--- src/rtl/dgio_map.svh ---
// offsets, field positions, reset values and counts of the parallel i/o
`ifndef DGIO_MAP_SVH
`define DGIO_MAP_SVH
`define DGIO_OFF_PORT_A  2'h0
`define DGIO_OFF_PORT_B  2'h1
`define DGIO_OFF_PORT_C  2'h2
`define DGIO_OFF_DIR     2'h3
`define DGIO_GRP_BIT     2
`define DGIO_BLOCK_BIT   3
`define DGIO_DIR_FLAG    7
`define DGIO_DIR_A       4
`define DGIO_DIR_CU      3
`define DGIO_DIR_B       1
`define DGIO_DIR_CL      0
`define DGIO_DIR_RST     4'hf
`define DGIO_LATCH_RST   8'h00
`define DGIO_UNDEF_RD    8'hff
`define DGIO_IRQ_LINES   3'h6
`define DGIO_SRC_BIT     0
`define DGIO_GATE_BIT    4
`endif

--- src/rtl/dgio_pkg.sv ---
// types shared by the parallel i/o modules
package dgio_pkg;
    typedef enum logic [1:0] {
        dgio_irq_on        = 2'h0,
        dgio_irq_off       = 2'h1,
        dgio_irq_pin_gated = 2'h3
    } dgio_irq_mode_t;
    typedef enum logic {
        dgio_rise = 1'h0,
        dgio_fall = 1'h1
    } dgio_edge_t;
    typedef enum logic [1:0] {
        dgio_bus_idle = 2'h0,
        dgio_bus_rd   = 2'h1,
        dgio_bus_wr   = 2'h2
    } dgio_bus_st_t;
    typedef struct packed {
        logic [2:0][7:0] latch;
        logic            dir_a;
        logic            dir_cu;
        logic            dir_b;
        logic            dir_cl;
    } dgio_grp_state_t;
    typedef struct packed {
        dgio_bus_st_t bus_st;
        logic [7:0]   rd_data;
        logic         rd_oe_n;
        logic [1:0]   src_s1;
        logic [1:0]   src_s2;
        logic [1:0]   src_s3;
        logic [1:0]   gate_s1;
        logic [1:0]   gate_s2;
        logic [1:0]   ev;
        logic [2:0]   sync_fill;
        logic [5:0]   irq;
    } dgio_top_state_t;
endpackage

--- src/rtl/dgio_grp_if.sv ---
// register access path between the decoder and one port group
`timescale 1ns/1ps
`default_nettype none
interface dgio_grp_if;
    logic       wr;
    logic [1:0] off;
    logic [7:0] wdata;
    logic [7:0] rdata;
    modport dec (output wr, output off, output wdata, input rdata);
    modport grp (input wr, input off, input wdata, output rdata);
endinterface
`default_nettype wire

--- src/rtl/dgio_grp.sv ---
// one 24-line group: three port latches, direction control, read mux
`timescale 1ns/1ps
`default_nettype none
`include "dgio_map.svh"
module dgio_grp
    import dgio_pkg::*;
(
    input  wire logic            ref_clk,
    input  wire logic            rstn,
    dgio_grp_if.grp              bus,
    input  wire logic [2:0][7:0] pin_in,
    output logic      [2:0][7:0] pin_out,
    output logic      [2:0][7:0] pin_oe_n
);
    dgio_grp_state_t st_q;
    dgio_grp_state_t st_d;
    logic [2:0][7:0] in_mask;
    logic [1:0]      rd_idx;

    // RQ2 per-port direction
    assign in_mask = {{4{st_q.dir_cu}}, {4{st_q.dir_cl}},
                      {8{st_q.dir_b}}, {8{st_q.dir_a}}};
    assign pin_out  = st_q.latch;
    assign pin_oe_n = in_mask;

    // RQ19 readback of outputs
    assign rd_idx    = (bus.off == `DGIO_OFF_DIR) ? 2'h0 : bus.off;
    assign bus.rdata = (pin_in[rd_idx] & in_mask[rd_idx])
                     | (st_q.latch[rd_idx] & ~in_mask[rd_idx]);

    // writes land in a latch or in the direction bits
    always_comb begin
        st_d = st_q;
        if (bus.wr) begin
            case (bus.off)
                `DGIO_OFF_DIR: begin
                    // RQ16 flagged direction word
                    if (bus.wdata[`DGIO_DIR_FLAG]) begin
                        st_d.dir_a  = bus.wdata[`DGIO_DIR_A];
                        st_d.dir_cu = bus.wdata[`DGIO_DIR_CU];
                        st_d.dir_b  = bus.wdata[`DGIO_DIR_B];
                        st_d.dir_cl = bus.wdata[`DGIO_DIR_CL];
                    end
                end
                // RQ12 outputs held latched
                default: st_d.latch[bus.off] = bus.wdata;
            endcase
        end
    end

    // RQ17 all ports input
    always_ff @(posedge ref_clk or negedge rstn) begin
        if (!rstn) begin
            st_q <= {{3{`DGIO_LATCH_RST}}, `DGIO_DIR_RST};
        end else begin
            st_q <= st_d;
        end
    end
endmodule
`default_nettype wire

--- src/rtl/dgio_top.sv ---
// dual group parallel i/o: host decode, port groups, edge interrupts
//
// How it works
// RQ1 - forty-eight lines in two identical groups
// RQ2 - three byte ports, each input or output
// RQ3 - answer only eight addresses from base
// RQ4 - switches match address bits nine to four
// RQ5 - port c bit zero triggers, edge selectable
// RQ6 - rising edge selected: low-to-high fires
// RQ7 - falling edge selected: high-to-low fires
// RQ8 - interrupts on, off or pin gated
// RQ9 - gated mode: port c bit four enables
// RQ10 - each group routed to one irq line
// RQ11 - no handshake; write updates, read answers
// RQ12 - outputs latched, inputs read live
// RQ13 - ports at offsets zero-two and four-six
// RQ14 - group zero direction at three, write-only
// RQ15 - group one direction at seven, same layout
// RQ16 - direction word: flag bit seven, port bits
// RQ17 - after reset every port is input
// RQ18 - source synchronised, one-cycle interrupt pulses
// RQ19 - output ports read back their latch
`timescale 1ns/1ps
`default_nettype none
`include "dgio_map.svh"
module dgio_top
    import dgio_pkg::*;
(
    input  wire logic                 ref_clk,
    input  wire logic                 rstn,
    input  wire logic [9:0]           io_addr,
    input  wire logic                 io_rd_n,
    input  wire logic                 io_wr_n,
    input  wire logic [7:0]           io_data_in,
    output logic      [7:0]           io_data_out,
    output logic                      io_data_oe_n,
    input  wire logic [5:0]           base_address_switch,
    input  wire dgio_edge_t           edge_select_grp0,
    input  wire dgio_edge_t           edge_select_grp1,
    input  wire dgio_irq_mode_t       irq_mode,
    input  wire logic [2:0]           irq_route_grp0,
    input  wire logic [2:0]           irq_route_grp1,
    input  wire logic [1:0][2:0][7:0] port_in,
    output logic      [1:0][2:0][7:0] port_out,
    output logic      [1:0][2:0][7:0] port_oe_n,
    output logic      [5:0]           irq_lines
);
    localparam dgio_top_state_t ST_RST = '{
        bus_st  : dgio_bus_idle,
        rd_oe_n : 1'b1,
        default : '0
    };

    dgio_top_state_t   st_q;
    dgio_top_state_t   st_d;
    logic              hit;
    logic              wr_take;
    logic              rd_go;
    logic [7:0]        rd_word;
    logic [1:0][7:0]   grp_rd;
    logic [1:0]        src_pin;
    logic [1:0]        gate_pin;

    ////////////////////////////////////////////////////////////////////////
    // helpers

    // switch on matches a zero address bit; switch one faces bit nine
    function automatic logic addr_hit(
        input logic [9:0] a,
        input logic [5:0] sw
    );
        logic [5:0] want;
        for (int i = 0; i < 6; i++) begin
            want[5-i] = ~sw[i];
        end
        addr_hit = (a[9:4] == want) && !a[`DGIO_BLOCK_BIT];
    endfunction

    // edge of the synchronised source against its last sample
    function automatic logic edge_seen(
        input logic       now,
        input logic       was,
        input dgio_edge_t e
    );
        if (e == dgio_rise) begin
            edge_seen = now && !was;
        end else begin
            edge_seen = !now && was;
        end
    endfunction

    // global mode, with a per-group gate pin in gated mode
    function automatic logic irq_allowed(
        input dgio_irq_mode_t m,
        input logic           gate
    );
        case (m)
            dgio_irq_on:        irq_allowed = 1'b1;
            dgio_irq_pin_gated: irq_allowed = gate;
            default:            irq_allowed = 1'b0;
        endcase
    endfunction

    // route select 0..5 means irq 2..7; larger codes go nowhere
    function automatic logic [5:0] route_onehot(
        input logic       ev,
        input logic [2:0] sel
    );
        route_onehot = 6'h00;
        if (ev && sel < `DGIO_IRQ_LINES) begin
            route_onehot[sel] = 1'b1;
        end
    endfunction

    ////////////////////////////////////////////////////////////////////////
    // address decode and bus strobes

    // RQ4 base switch compare
    // RQ3 eight locations only
    assign hit = addr_hit(io_addr, base_address_switch);

    // RQ11 one write per strobe
    assign wr_take = (st_q.bus_st == dgio_bus_idle) && !io_wr_n && hit;

    // a read overlapping a write strobe is dropped, never half served
    assign rd_go = !io_rd_n && io_wr_n && hit
                && (st_q.bus_st != dgio_bus_wr);

    // RQ14 direction reads undefined
    // RQ15 same for group one
    assign rd_word = (io_addr[1:0] == `DGIO_OFF_DIR) ? `DGIO_UNDEF_RD
                   : grp_rd[io_addr[`DGIO_GRP_BIT]];

    ////////////////////////////////////////////////////////////////////////
    // the two groups

    // RQ1 two identical groups
    // RQ13 group picked by bit two
    for (genvar g = 0; g < 2; g++) begin : gen_grp
        dgio_grp_if gif ();

        assign gif.wr    = wr_take && (io_addr[`DGIO_GRP_BIT] == 1'(g));
        assign gif.off   = io_addr[1:0];
        assign gif.wdata = io_data_in;
        assign grp_rd[g] = gif.rdata;

        // RQ5 port c bit zero
        assign src_pin[g]  = port_in[g][2][`DGIO_SRC_BIT];
        // RQ9 port c bit four
        assign gate_pin[g] = port_in[g][2][`DGIO_GATE_BIT];

        dgio_grp i_dgio_grp (
            .ref_clk  (ref_clk),
            .rstn     (rstn),
            .bus      (gif),
            .pin_in   (port_in[g]),
            .pin_out  (port_out[g]),
            .pin_oe_n (port_oe_n[g])
        );
    end

    ////////////////////////////////////////////////////////////////////////
    // next state

    always_comb begin
        st_d = st_q;

        // RQ18 two-stage synchroniser
        st_d.src_s1  = src_pin;
        st_d.src_s2  = st_q.src_s1;
        st_d.src_s3  = st_q.src_s2;
        st_d.gate_s1 = gate_pin;
        st_d.gate_s2 = st_q.gate_s1;
        // edge stage holds a real sample only from the third clock on;
        // until then a pin resting high would pass for a rise
        st_d.sync_fill = {st_q.sync_fill[1:0], 1'b1};

        // RQ6 rising edge fires
        // RQ7 falling edge fires
        // RQ8 mode shared by groups
        st_d.ev[0] = edge_seen(st_q.src_s2[0], st_q.src_s3[0],
                               edge_select_grp0)
                  && irq_allowed(irq_mode, st_q.gate_s2[0])
                  && st_q.sync_fill[2];
        st_d.ev[1] = edge_seen(st_q.src_s2[1], st_q.src_s3[1],
                               edge_select_grp1)
                  && irq_allowed(irq_mode, st_q.gate_s2[1])
                  && st_q.sync_fill[2];

        // RQ10 route to irq line
        st_d.irq = route_onehot(st_q.ev[0], irq_route_grp0)
                 | route_onehot(st_q.ev[1], irq_route_grp1);

        // bus cycle tracking; a held strobe must not repeat its write
        case (st_q.bus_st)
            dgio_bus_idle: begin
                if (wr_take) begin
                    st_d.bus_st = dgio_bus_wr;
                end else if (rd_go) begin
                    st_d.bus_st = dgio_bus_rd;
                end
            end
            dgio_bus_rd: begin
                if (!rd_go) begin
                    st_d.bus_st = dgio_bus_idle;
                end
            end
            dgio_bus_wr: begin
                if (io_wr_n) begin
                    st_d.bus_st = dgio_bus_idle;
                end
            end
            default: begin
                st_d.bus_st = dgio_bus_idle;
            end
        endcase

        // RQ11 read answers directly
        // RQ12 live pins each cycle
        st_d.rd_oe_n = !rd_go;
        if (rd_go) begin
            st_d.rd_data = rd_word;
        end
    end

    // one register bank for the whole decoder
    always_ff @(posedge ref_clk or negedge rstn) begin
        if (!rstn) begin
            st_q <= ST_RST;
        end else begin
            st_q <= st_d;
        end
    end

    // outputs straight from the state flops
    assign io_data_out  = st_q.rd_data;
    assign io_data_oe_n = st_q.rd_oe_n;
    assign irq_lines    = st_q.irq;
endmodule
`default_nettype wire

--- config.mk ---
export PLATFORM = sky130hd
export DESIGN_NAME = dgio_top
export DESIGN_NICKNAME = d
export VERILOG_FILES = /design/src/rtl/dgio_pkg.sv /design/src/rtl/dgio_grp_if.sv /design/src/rtl/dgio_grp.sv /design/src/rtl/dgio_top.sv
export VERILOG_INCLUDE_DIRS = /design/src /design/src/rtl
export SDC_FILE = /design/constraint.sdc
export NUM_CORES = 1
export LEC_CHECK = 0
export BUFFER_PORTS_ARGS = -buffer_cell sky130_fd_sc_hd__clkbuf_2
export CAP_MARGIN = 20
export CORE_MARGIN = 4
export CORE_UTILIZATION = 50
export DETAILED_ROUTE_END_ITERATION = 10
export PLACE_DENSITY = 0.81
export SYNTH_ARGS = -nofsm -noshare
export SYNTH_HDL_FRONTEND = slang
export SYNTH_SLANG_ARGS = --single-unit
--- constraint.sdc ---
create_clock -name ref_clk -period 2.6 [get_ports ref_clk]
set_clock_uncertainty 0.2 [all_clocks]
set_input_delay 0.26 -clock ref_clk [delete_from_list [all_inputs] [get_ports ref_clk]]
set_output_delay 0.26 -clock ref_clk [all_outputs]
set_load 0.02 [all_outputs]
; ---- After elaboration in Yosys (flattened, before gate mapping)
; Cells that the tools add are included.
[classes]
mux = 35
order_cmp = 10
bitwise = 17
reduce_logical = 36
eq_ne = 9
[op_table]
columns = op, count
row1 = $bmux W8 S2, 6
row2 = $mux W8, 10
row3 = $bwmux W24, 2
row4 = $and A8 B8 Y8, 4
row5 = $logic_and A1 B1 Y1, 21
row6 = $demux W8 S2, 1
row7 = $not A8 Y8, 2
row8 = $or A8 B8 Y8, 2
row9 = $mux W6, 2
row10 = $mux W2, 5
row11 = $reduce_and A3 Y1, 3
row12 = $logic_not A1 Y1, 8
row13 = $lt A3 B4 Y1 const B, 2
row14 = $not A1 Y1, 8
row15 = $demux W1 S3, 2
row16 = $eq A2 B2 Y1 const B, 3
row17 = $eq A6 B6 Y1, 1
row18 = $ge A3 B1 Y1 const B, 2
row19 = $lt A2 B3 Y1 const B, 2
row20 = $lt A3 B3 Y1 const B, 2
row21 = $ne A2 B2 Y1 const B, 3
row22 = $or A6 B6 Y6, 1
row23 = $pmux W2 S3, 1
row24 = $logic_not A2 Y1, 2
row25 = 7 further kinds, 12
[totals]
regBits = 88

; ---- Logic depth before layout (Yosys ltp)
[depth]
ltp_word = 10
mapped_depth = 8
mapped_depth_nobuf = 5

; ---- Cells and area by module
; Synthesis repeated with hierarchy kept, for this count alone.
[hier_totals]
cells_unflattened = 428
area_unflattened_um2 = 5365.1
[by_module_without_submodules]
columns = module, cells_per_inst, n_inst, seq_area_each_um2, area_per_inst_um2
row1 = dgio_grp, 148, 2, 705.7, 1930.6
row2 = dgio_top, 132, 1, 802.0, 1503.9

; ---- Worst setup path before layout
; No wires, ideal clock.
[synth_path]
path_type = input to register
from = in io_addr[6]
to = reg gen_grp[1].i_dgio_grp.st_q (netlist bit gen_grp[1].i_dgio_grp.pin_out[10])
arrival_time_ns = 1.624
path_slack_ns = 0.651
required_ns = 2.275
cell_stages = 7
path_cell_list = xor2_1 > nand2_1 > nor4_4 > buf_6 > and4b_1 > buf_6 > mux2_2
[synth_via]
elab_chain_len = 5
[synth_lines]
columns = element, line
row1 = start: declaration, dgio_top.sv:31  ; input wire logic [9:0] io_addr,
row2 = $eq A6 B6 Y1, dgio_top.sv:76  ; addr_hit = (a[9:4] == want) && !a[`DGIO_BLOCK_BIT];
row3 = $logic_and A1 B1 Y1, dgio_top.sv:76
row4 = $logic_and A1 B1 Y1, dgio_top.sv:123  ; assign wr_take = (st_q.bus_st == dgio_bus_idle) && !io_wr_n && hit;
row5 = $logic_and A1 B1 Y1, dgio_top.sv:142  ; assign gif.wr = wr_take && (io_addr[`DGIO_GRP_BIT] == 1'(g));
row6 = $reduce_and A2 Y1 (no line), -
row7 = end signal: assignment, dgio_grp.sv:54  ; st_q <= {{3{`DGIO_LATCH_RST}}, `DGIO_DIR_RST};
row8 = end signal: assignment, dgio_grp.sv:56  ; st_q <= st_d;
row9 = end: declaration, dgio_grp.sv:15  ; dgio_grp_state_t st_q;
; No other way between the ends.
; A chain may end at the register's enable or synchronous reset.

; ---- Worst setup path after layout
[layout_path]
from = in io_wr_n
to = reg gen_grp[1].i_dgio_grp.st_q (netlist bit gen_grp[1].i_dgio_grp.pin_out[15])
[layout_via]
elab_chain_len = 5
[layout_lines]
columns = element, line
row1 = start: declaration, dgio_top.sv:33  ; input wire logic io_wr_n,
row2 = $logic_not A1 Y1, dgio_top.sv:123
row3 = $logic_and A1 B1 Y1 (2 in a row), dgio_top.sv:123
row4 = $logic_and A1 B1 Y1, dgio_top.sv:142
row5 = $reduce_and A2 Y1 (no line), -
; No other way between the ends.

==> impl_metrics.csv <==
group,metric,value,unit
outcome,outcome,"completed",
synthesis,synth_cells,421,
setup_path,crit_path_start_kind,"input port",
clock_tree,cts_tree,"yes",
power_and_ir_drop,p_seq_share,48.8,%
timing,setup_viol,0,
floorplan,rows,37,
timing,max_freq,411,MHz
setup_path,path_buf_inv,2,
synthesis,yosys_warnings,0,
timing,fin_setup_tns,0,ns
grt,grt_pass1_vias,3930,
setup_path,cpMaxStageDelayCell,"and4b_1",
floorplan,die_h,110,µm
drt,wire_per_inst,18.6,µm
timing,finalHoldViolCount,0,
flow_run,drv_cap,0,
synthesis,synth.area.top_cells,"dfrtp_1 38%, mux2i_1 25%, mux2_2 12%",
cells_and_area,design_area,6330,µm²
clock_tree,cts_resized,0,
grt,met3_usage,5.47,%
power_and_ir_drop,p_leak,3.46,nW
timing,drv_slew,0,
floorplan,core,10200,µm²
synthesis,yosys.area.top_type_share,37.9,%
power_and_ir_drop,switchingPower,0.802,mW
cells_and_area,num_antenna_cells,0,
synthesis,syn_area_per_cell,12.4,µm²
placed_design,placed_area,5960,µm²
power_and_ir_drop,clockPowerShare,35.1,%
setup_path,slowest_delay,0.59,ns
timing,finalCritPeriodShare,93.6,%
drt,viasPerCell,5.27,
floorplan,initial_utilization,51.0,%
grt,antenna_found_initial,0,
grt,top_usage_layer,"met2",
power_and_ir_drop,max-vdd-ir-drop,0.359,mV
grt,overflow,0,
power_and_ir_drop,sw_frac_of_total,27.0,%
setup_path,worst_ep_arrival_time,2.48,ns
drt,ant_nets,0,
timing,worst_pin_slew,0.600,ns
cells_and_area,nets,672,
synthesis,ys_ff_latch,88,
cells_and_area,most-common-layout-cells,"194 x clkbuf_2, 129 x mux2i_1, 79 x dfrtp_1",
clock_tree,cts_sinks,88,
synthesis,syn_nets,509,
clock_tree,ctsHtreeMaxLevel,3,
clock_tree,path_clk_slew,0.09,ns
setup_path,worstSetupPathType,"input port to register",
cells_and_area,syn_to_final_growth,21.4,%
placed_design,io_buffers,196,
drt,dr.pass1.iters,4,
power_and_ir_drop,p_comb_share,16.1,%
floorplan,die_area,12100,µm²
placed_design,gp_congestion,0.830,
grt,grt_use_total,22.1,%
clock_tree,cts_buffer_depth,2,
drt,drc,0,
clock_tree,clock-root-buffer,"clkbuf_8",
setup_path,crit_path_max_fanout,8,
clock_tree,clock_latency,0.36,ns
synthesis,yosysTopAreaCell,"dfrtp_1",
grt,grt_first_pass_wirelength,20200,µm
floorplan,dieWidth,110,µm
setup_path,worstPathCellList,"dlygate4sd3_1 > clkbuf_2 > nor4b_1 > and4b_1 > mux2_2",
min_path,min_path_type,"input port to register",
grt,grtUsageMet1,28.0,%
clock_tree,cts_setup_buffers,0,
synthesis,synth_area,5220,µm²
grt,met2_usage,37.3,%
cells_and_area,layout-drive-gt1-share,50.3,%
grt,grt_max_degree,46,
timing,slew_headroom,60.0,%
setup_path,crit_required,2.64,ns
drt,drt-initial-drc-count,128,
drt,via_count,3813,
placed_design,place_hpwl,10300,µm
setup_path,cpLargestDelayFamily,"simple AND/OR/NAND/NOR gates",
drt,drt_wl_total,13500,µm
timing,rsz0062_at_grt,"false",
cells_and_area,final_common_cell,"clkbuf_2",
synthesis,synth_cell_types,34,
timing,period_needed,2.43,ns
setup_path,cp-end-kind,"register",
floorplan,io_pins,197,
clock_tree,cts_buffers,9,
power_and_ir_drop,power.density,469,nW/µm²
synthesis,synth-seq-area-share,42.4,%
power_and_ir_drop,p_int,2.17,mW
power groups by stage:
stage / Combinational [mW] / Sequential [mW] / Clock [mW]
6_report: 0.478 / 1.45 / 1.04
5_1_grt: 0.519 / 1.46 / 1.13
4_1_cts: 0.481 / 1.45 / 1.07
3_5_place_dp: 0.466 / 1.48 / 0
3_3_place_gp: 0.453 / 1.47 / 0
2_1_floorplan: 0.272 / 1.49 / 0
through the flow:
stage	std cells	hold slack, ns	util (%)	setup slack [ns]	total power, mW
global placement	693	0.0926	58.2	0.283	1.93
global route	724	0.00501	61.9	0.124	3.10
floorplan	421	-0.236	-	0.651	1.76
CTS	723	0.00266	61.8	0.208	3.00
detailed placement	693	0.0994	58.2	0.196	1.94
finish	724	0.0158	61.9	0.165	2.97
final cells by class:
class / instances / area [µm²]
Multi-Input combinational cell: 256 / 2460
Inverter: 4 / 15.0
Clock buffer: 9 / 124
Timing Repair Buffer: 225 / 1260
Clock inverter: 6 / 92.6
Tap cell: 136 / 170
Fill cell: 869 / 3900
Sequential cell: 88 / 2210
cells by family (layout without fill, tap and decap cells):
| group | count (synthesis) | in the layout | share of synthesized area [%] |
|---|---|---|---|
| adder cells (fa/ha/maj) | 2 | 2 | 0.480 |
| buffers and inverters | 77 | 244 | 10.4 |
| AND/OR/NAND/NOR | 43 | 43 | 5.90 |
| multiplexers | 186 | 186 | 37.1 |
| XOR/XNOR | 6 | 6 | 1.01 |
| flip-flops | 88 | 88 | 42.4 |
| other | 1 | 1 | 0.0719 |
| AO/OA/AOI/OAI | 18 | 18 | 2.64 |
registers in the layout, indices dropped and copies added (netlist names):
name,flops
st_q,9
io_data_oe_n,1
irq_lines,6
gen_grp.i_dgio_grp.pin_oe_n,8
st_d,8
io_data_out,8
gen_grp.i_dgio_grp.pin_out,48
final timing paths:
| kind | startpoint | to | slack [ns] | cells after the start |
|---|---|---|---|---|
| setup / recovery | io_wr_n | gen_grp[1].i_dgio_grp.pin_out[15] | 0.17 | 5 |
| hold / removal | io_data_in[2] | gen_grp[1].i_dgio_grp.pin_out[18] | 0.02 | 2 |
| setup reg to reg | st_q[31] | gen_grp[1].i_dgio_grp.pin_out[15] | 0.32 | 3 |
| hold reg to reg | st_d[7] | st_d[8] | 0.15 | 0 |
| max in group asynchronous | rstn | gen_grp[1].i_dgio_grp.pin_oe_n[20] | 1.25 | 3 |
| min in group asynchronous | rstn | st_d[15] | 0.25 | 2 |
per-layer routing:
metal,up-vias,part of all wire [%]
met3,18,6.6
met2,132,50
met4,0,1.6
met1,1875,41
met5,-,0
li1,1788,-
synthesized netlist by cell type:
cell type	count
mux2i_1	129
dfrtp_1	79
buf_4	59
mux2_2	56
buf_2	12
dfstp_2	9
nand2_1	9
o22a_1	8
nand2b_1	6
xor2_1	6
a21oi_1	4
inv_1	4
nor2b_1	4
o32ai_1	4
nand4_1	3
nor3_1	3
and4b_1	2
buf_6	2
ha_1	2
nand3_1	2
nor2_1	2
nor3b_1	2
nor4_2	2
o22ai_1	2
and2_1	1
and2b_1	1
conb_1	1
mux2i_2	1
nand3_2	1
nand3b_2	1
nand4b_4	1
nand4bb_1	1
nor4_4	1
nor4b_1	1
repair_timing:
action                     4_1_cts  5_1_grt
setup endpoints to repair        0        0
hold endpoints to repair        55        2
hold buffers                    15        1
Note: power is estimated with default switching activity, not from simulation.
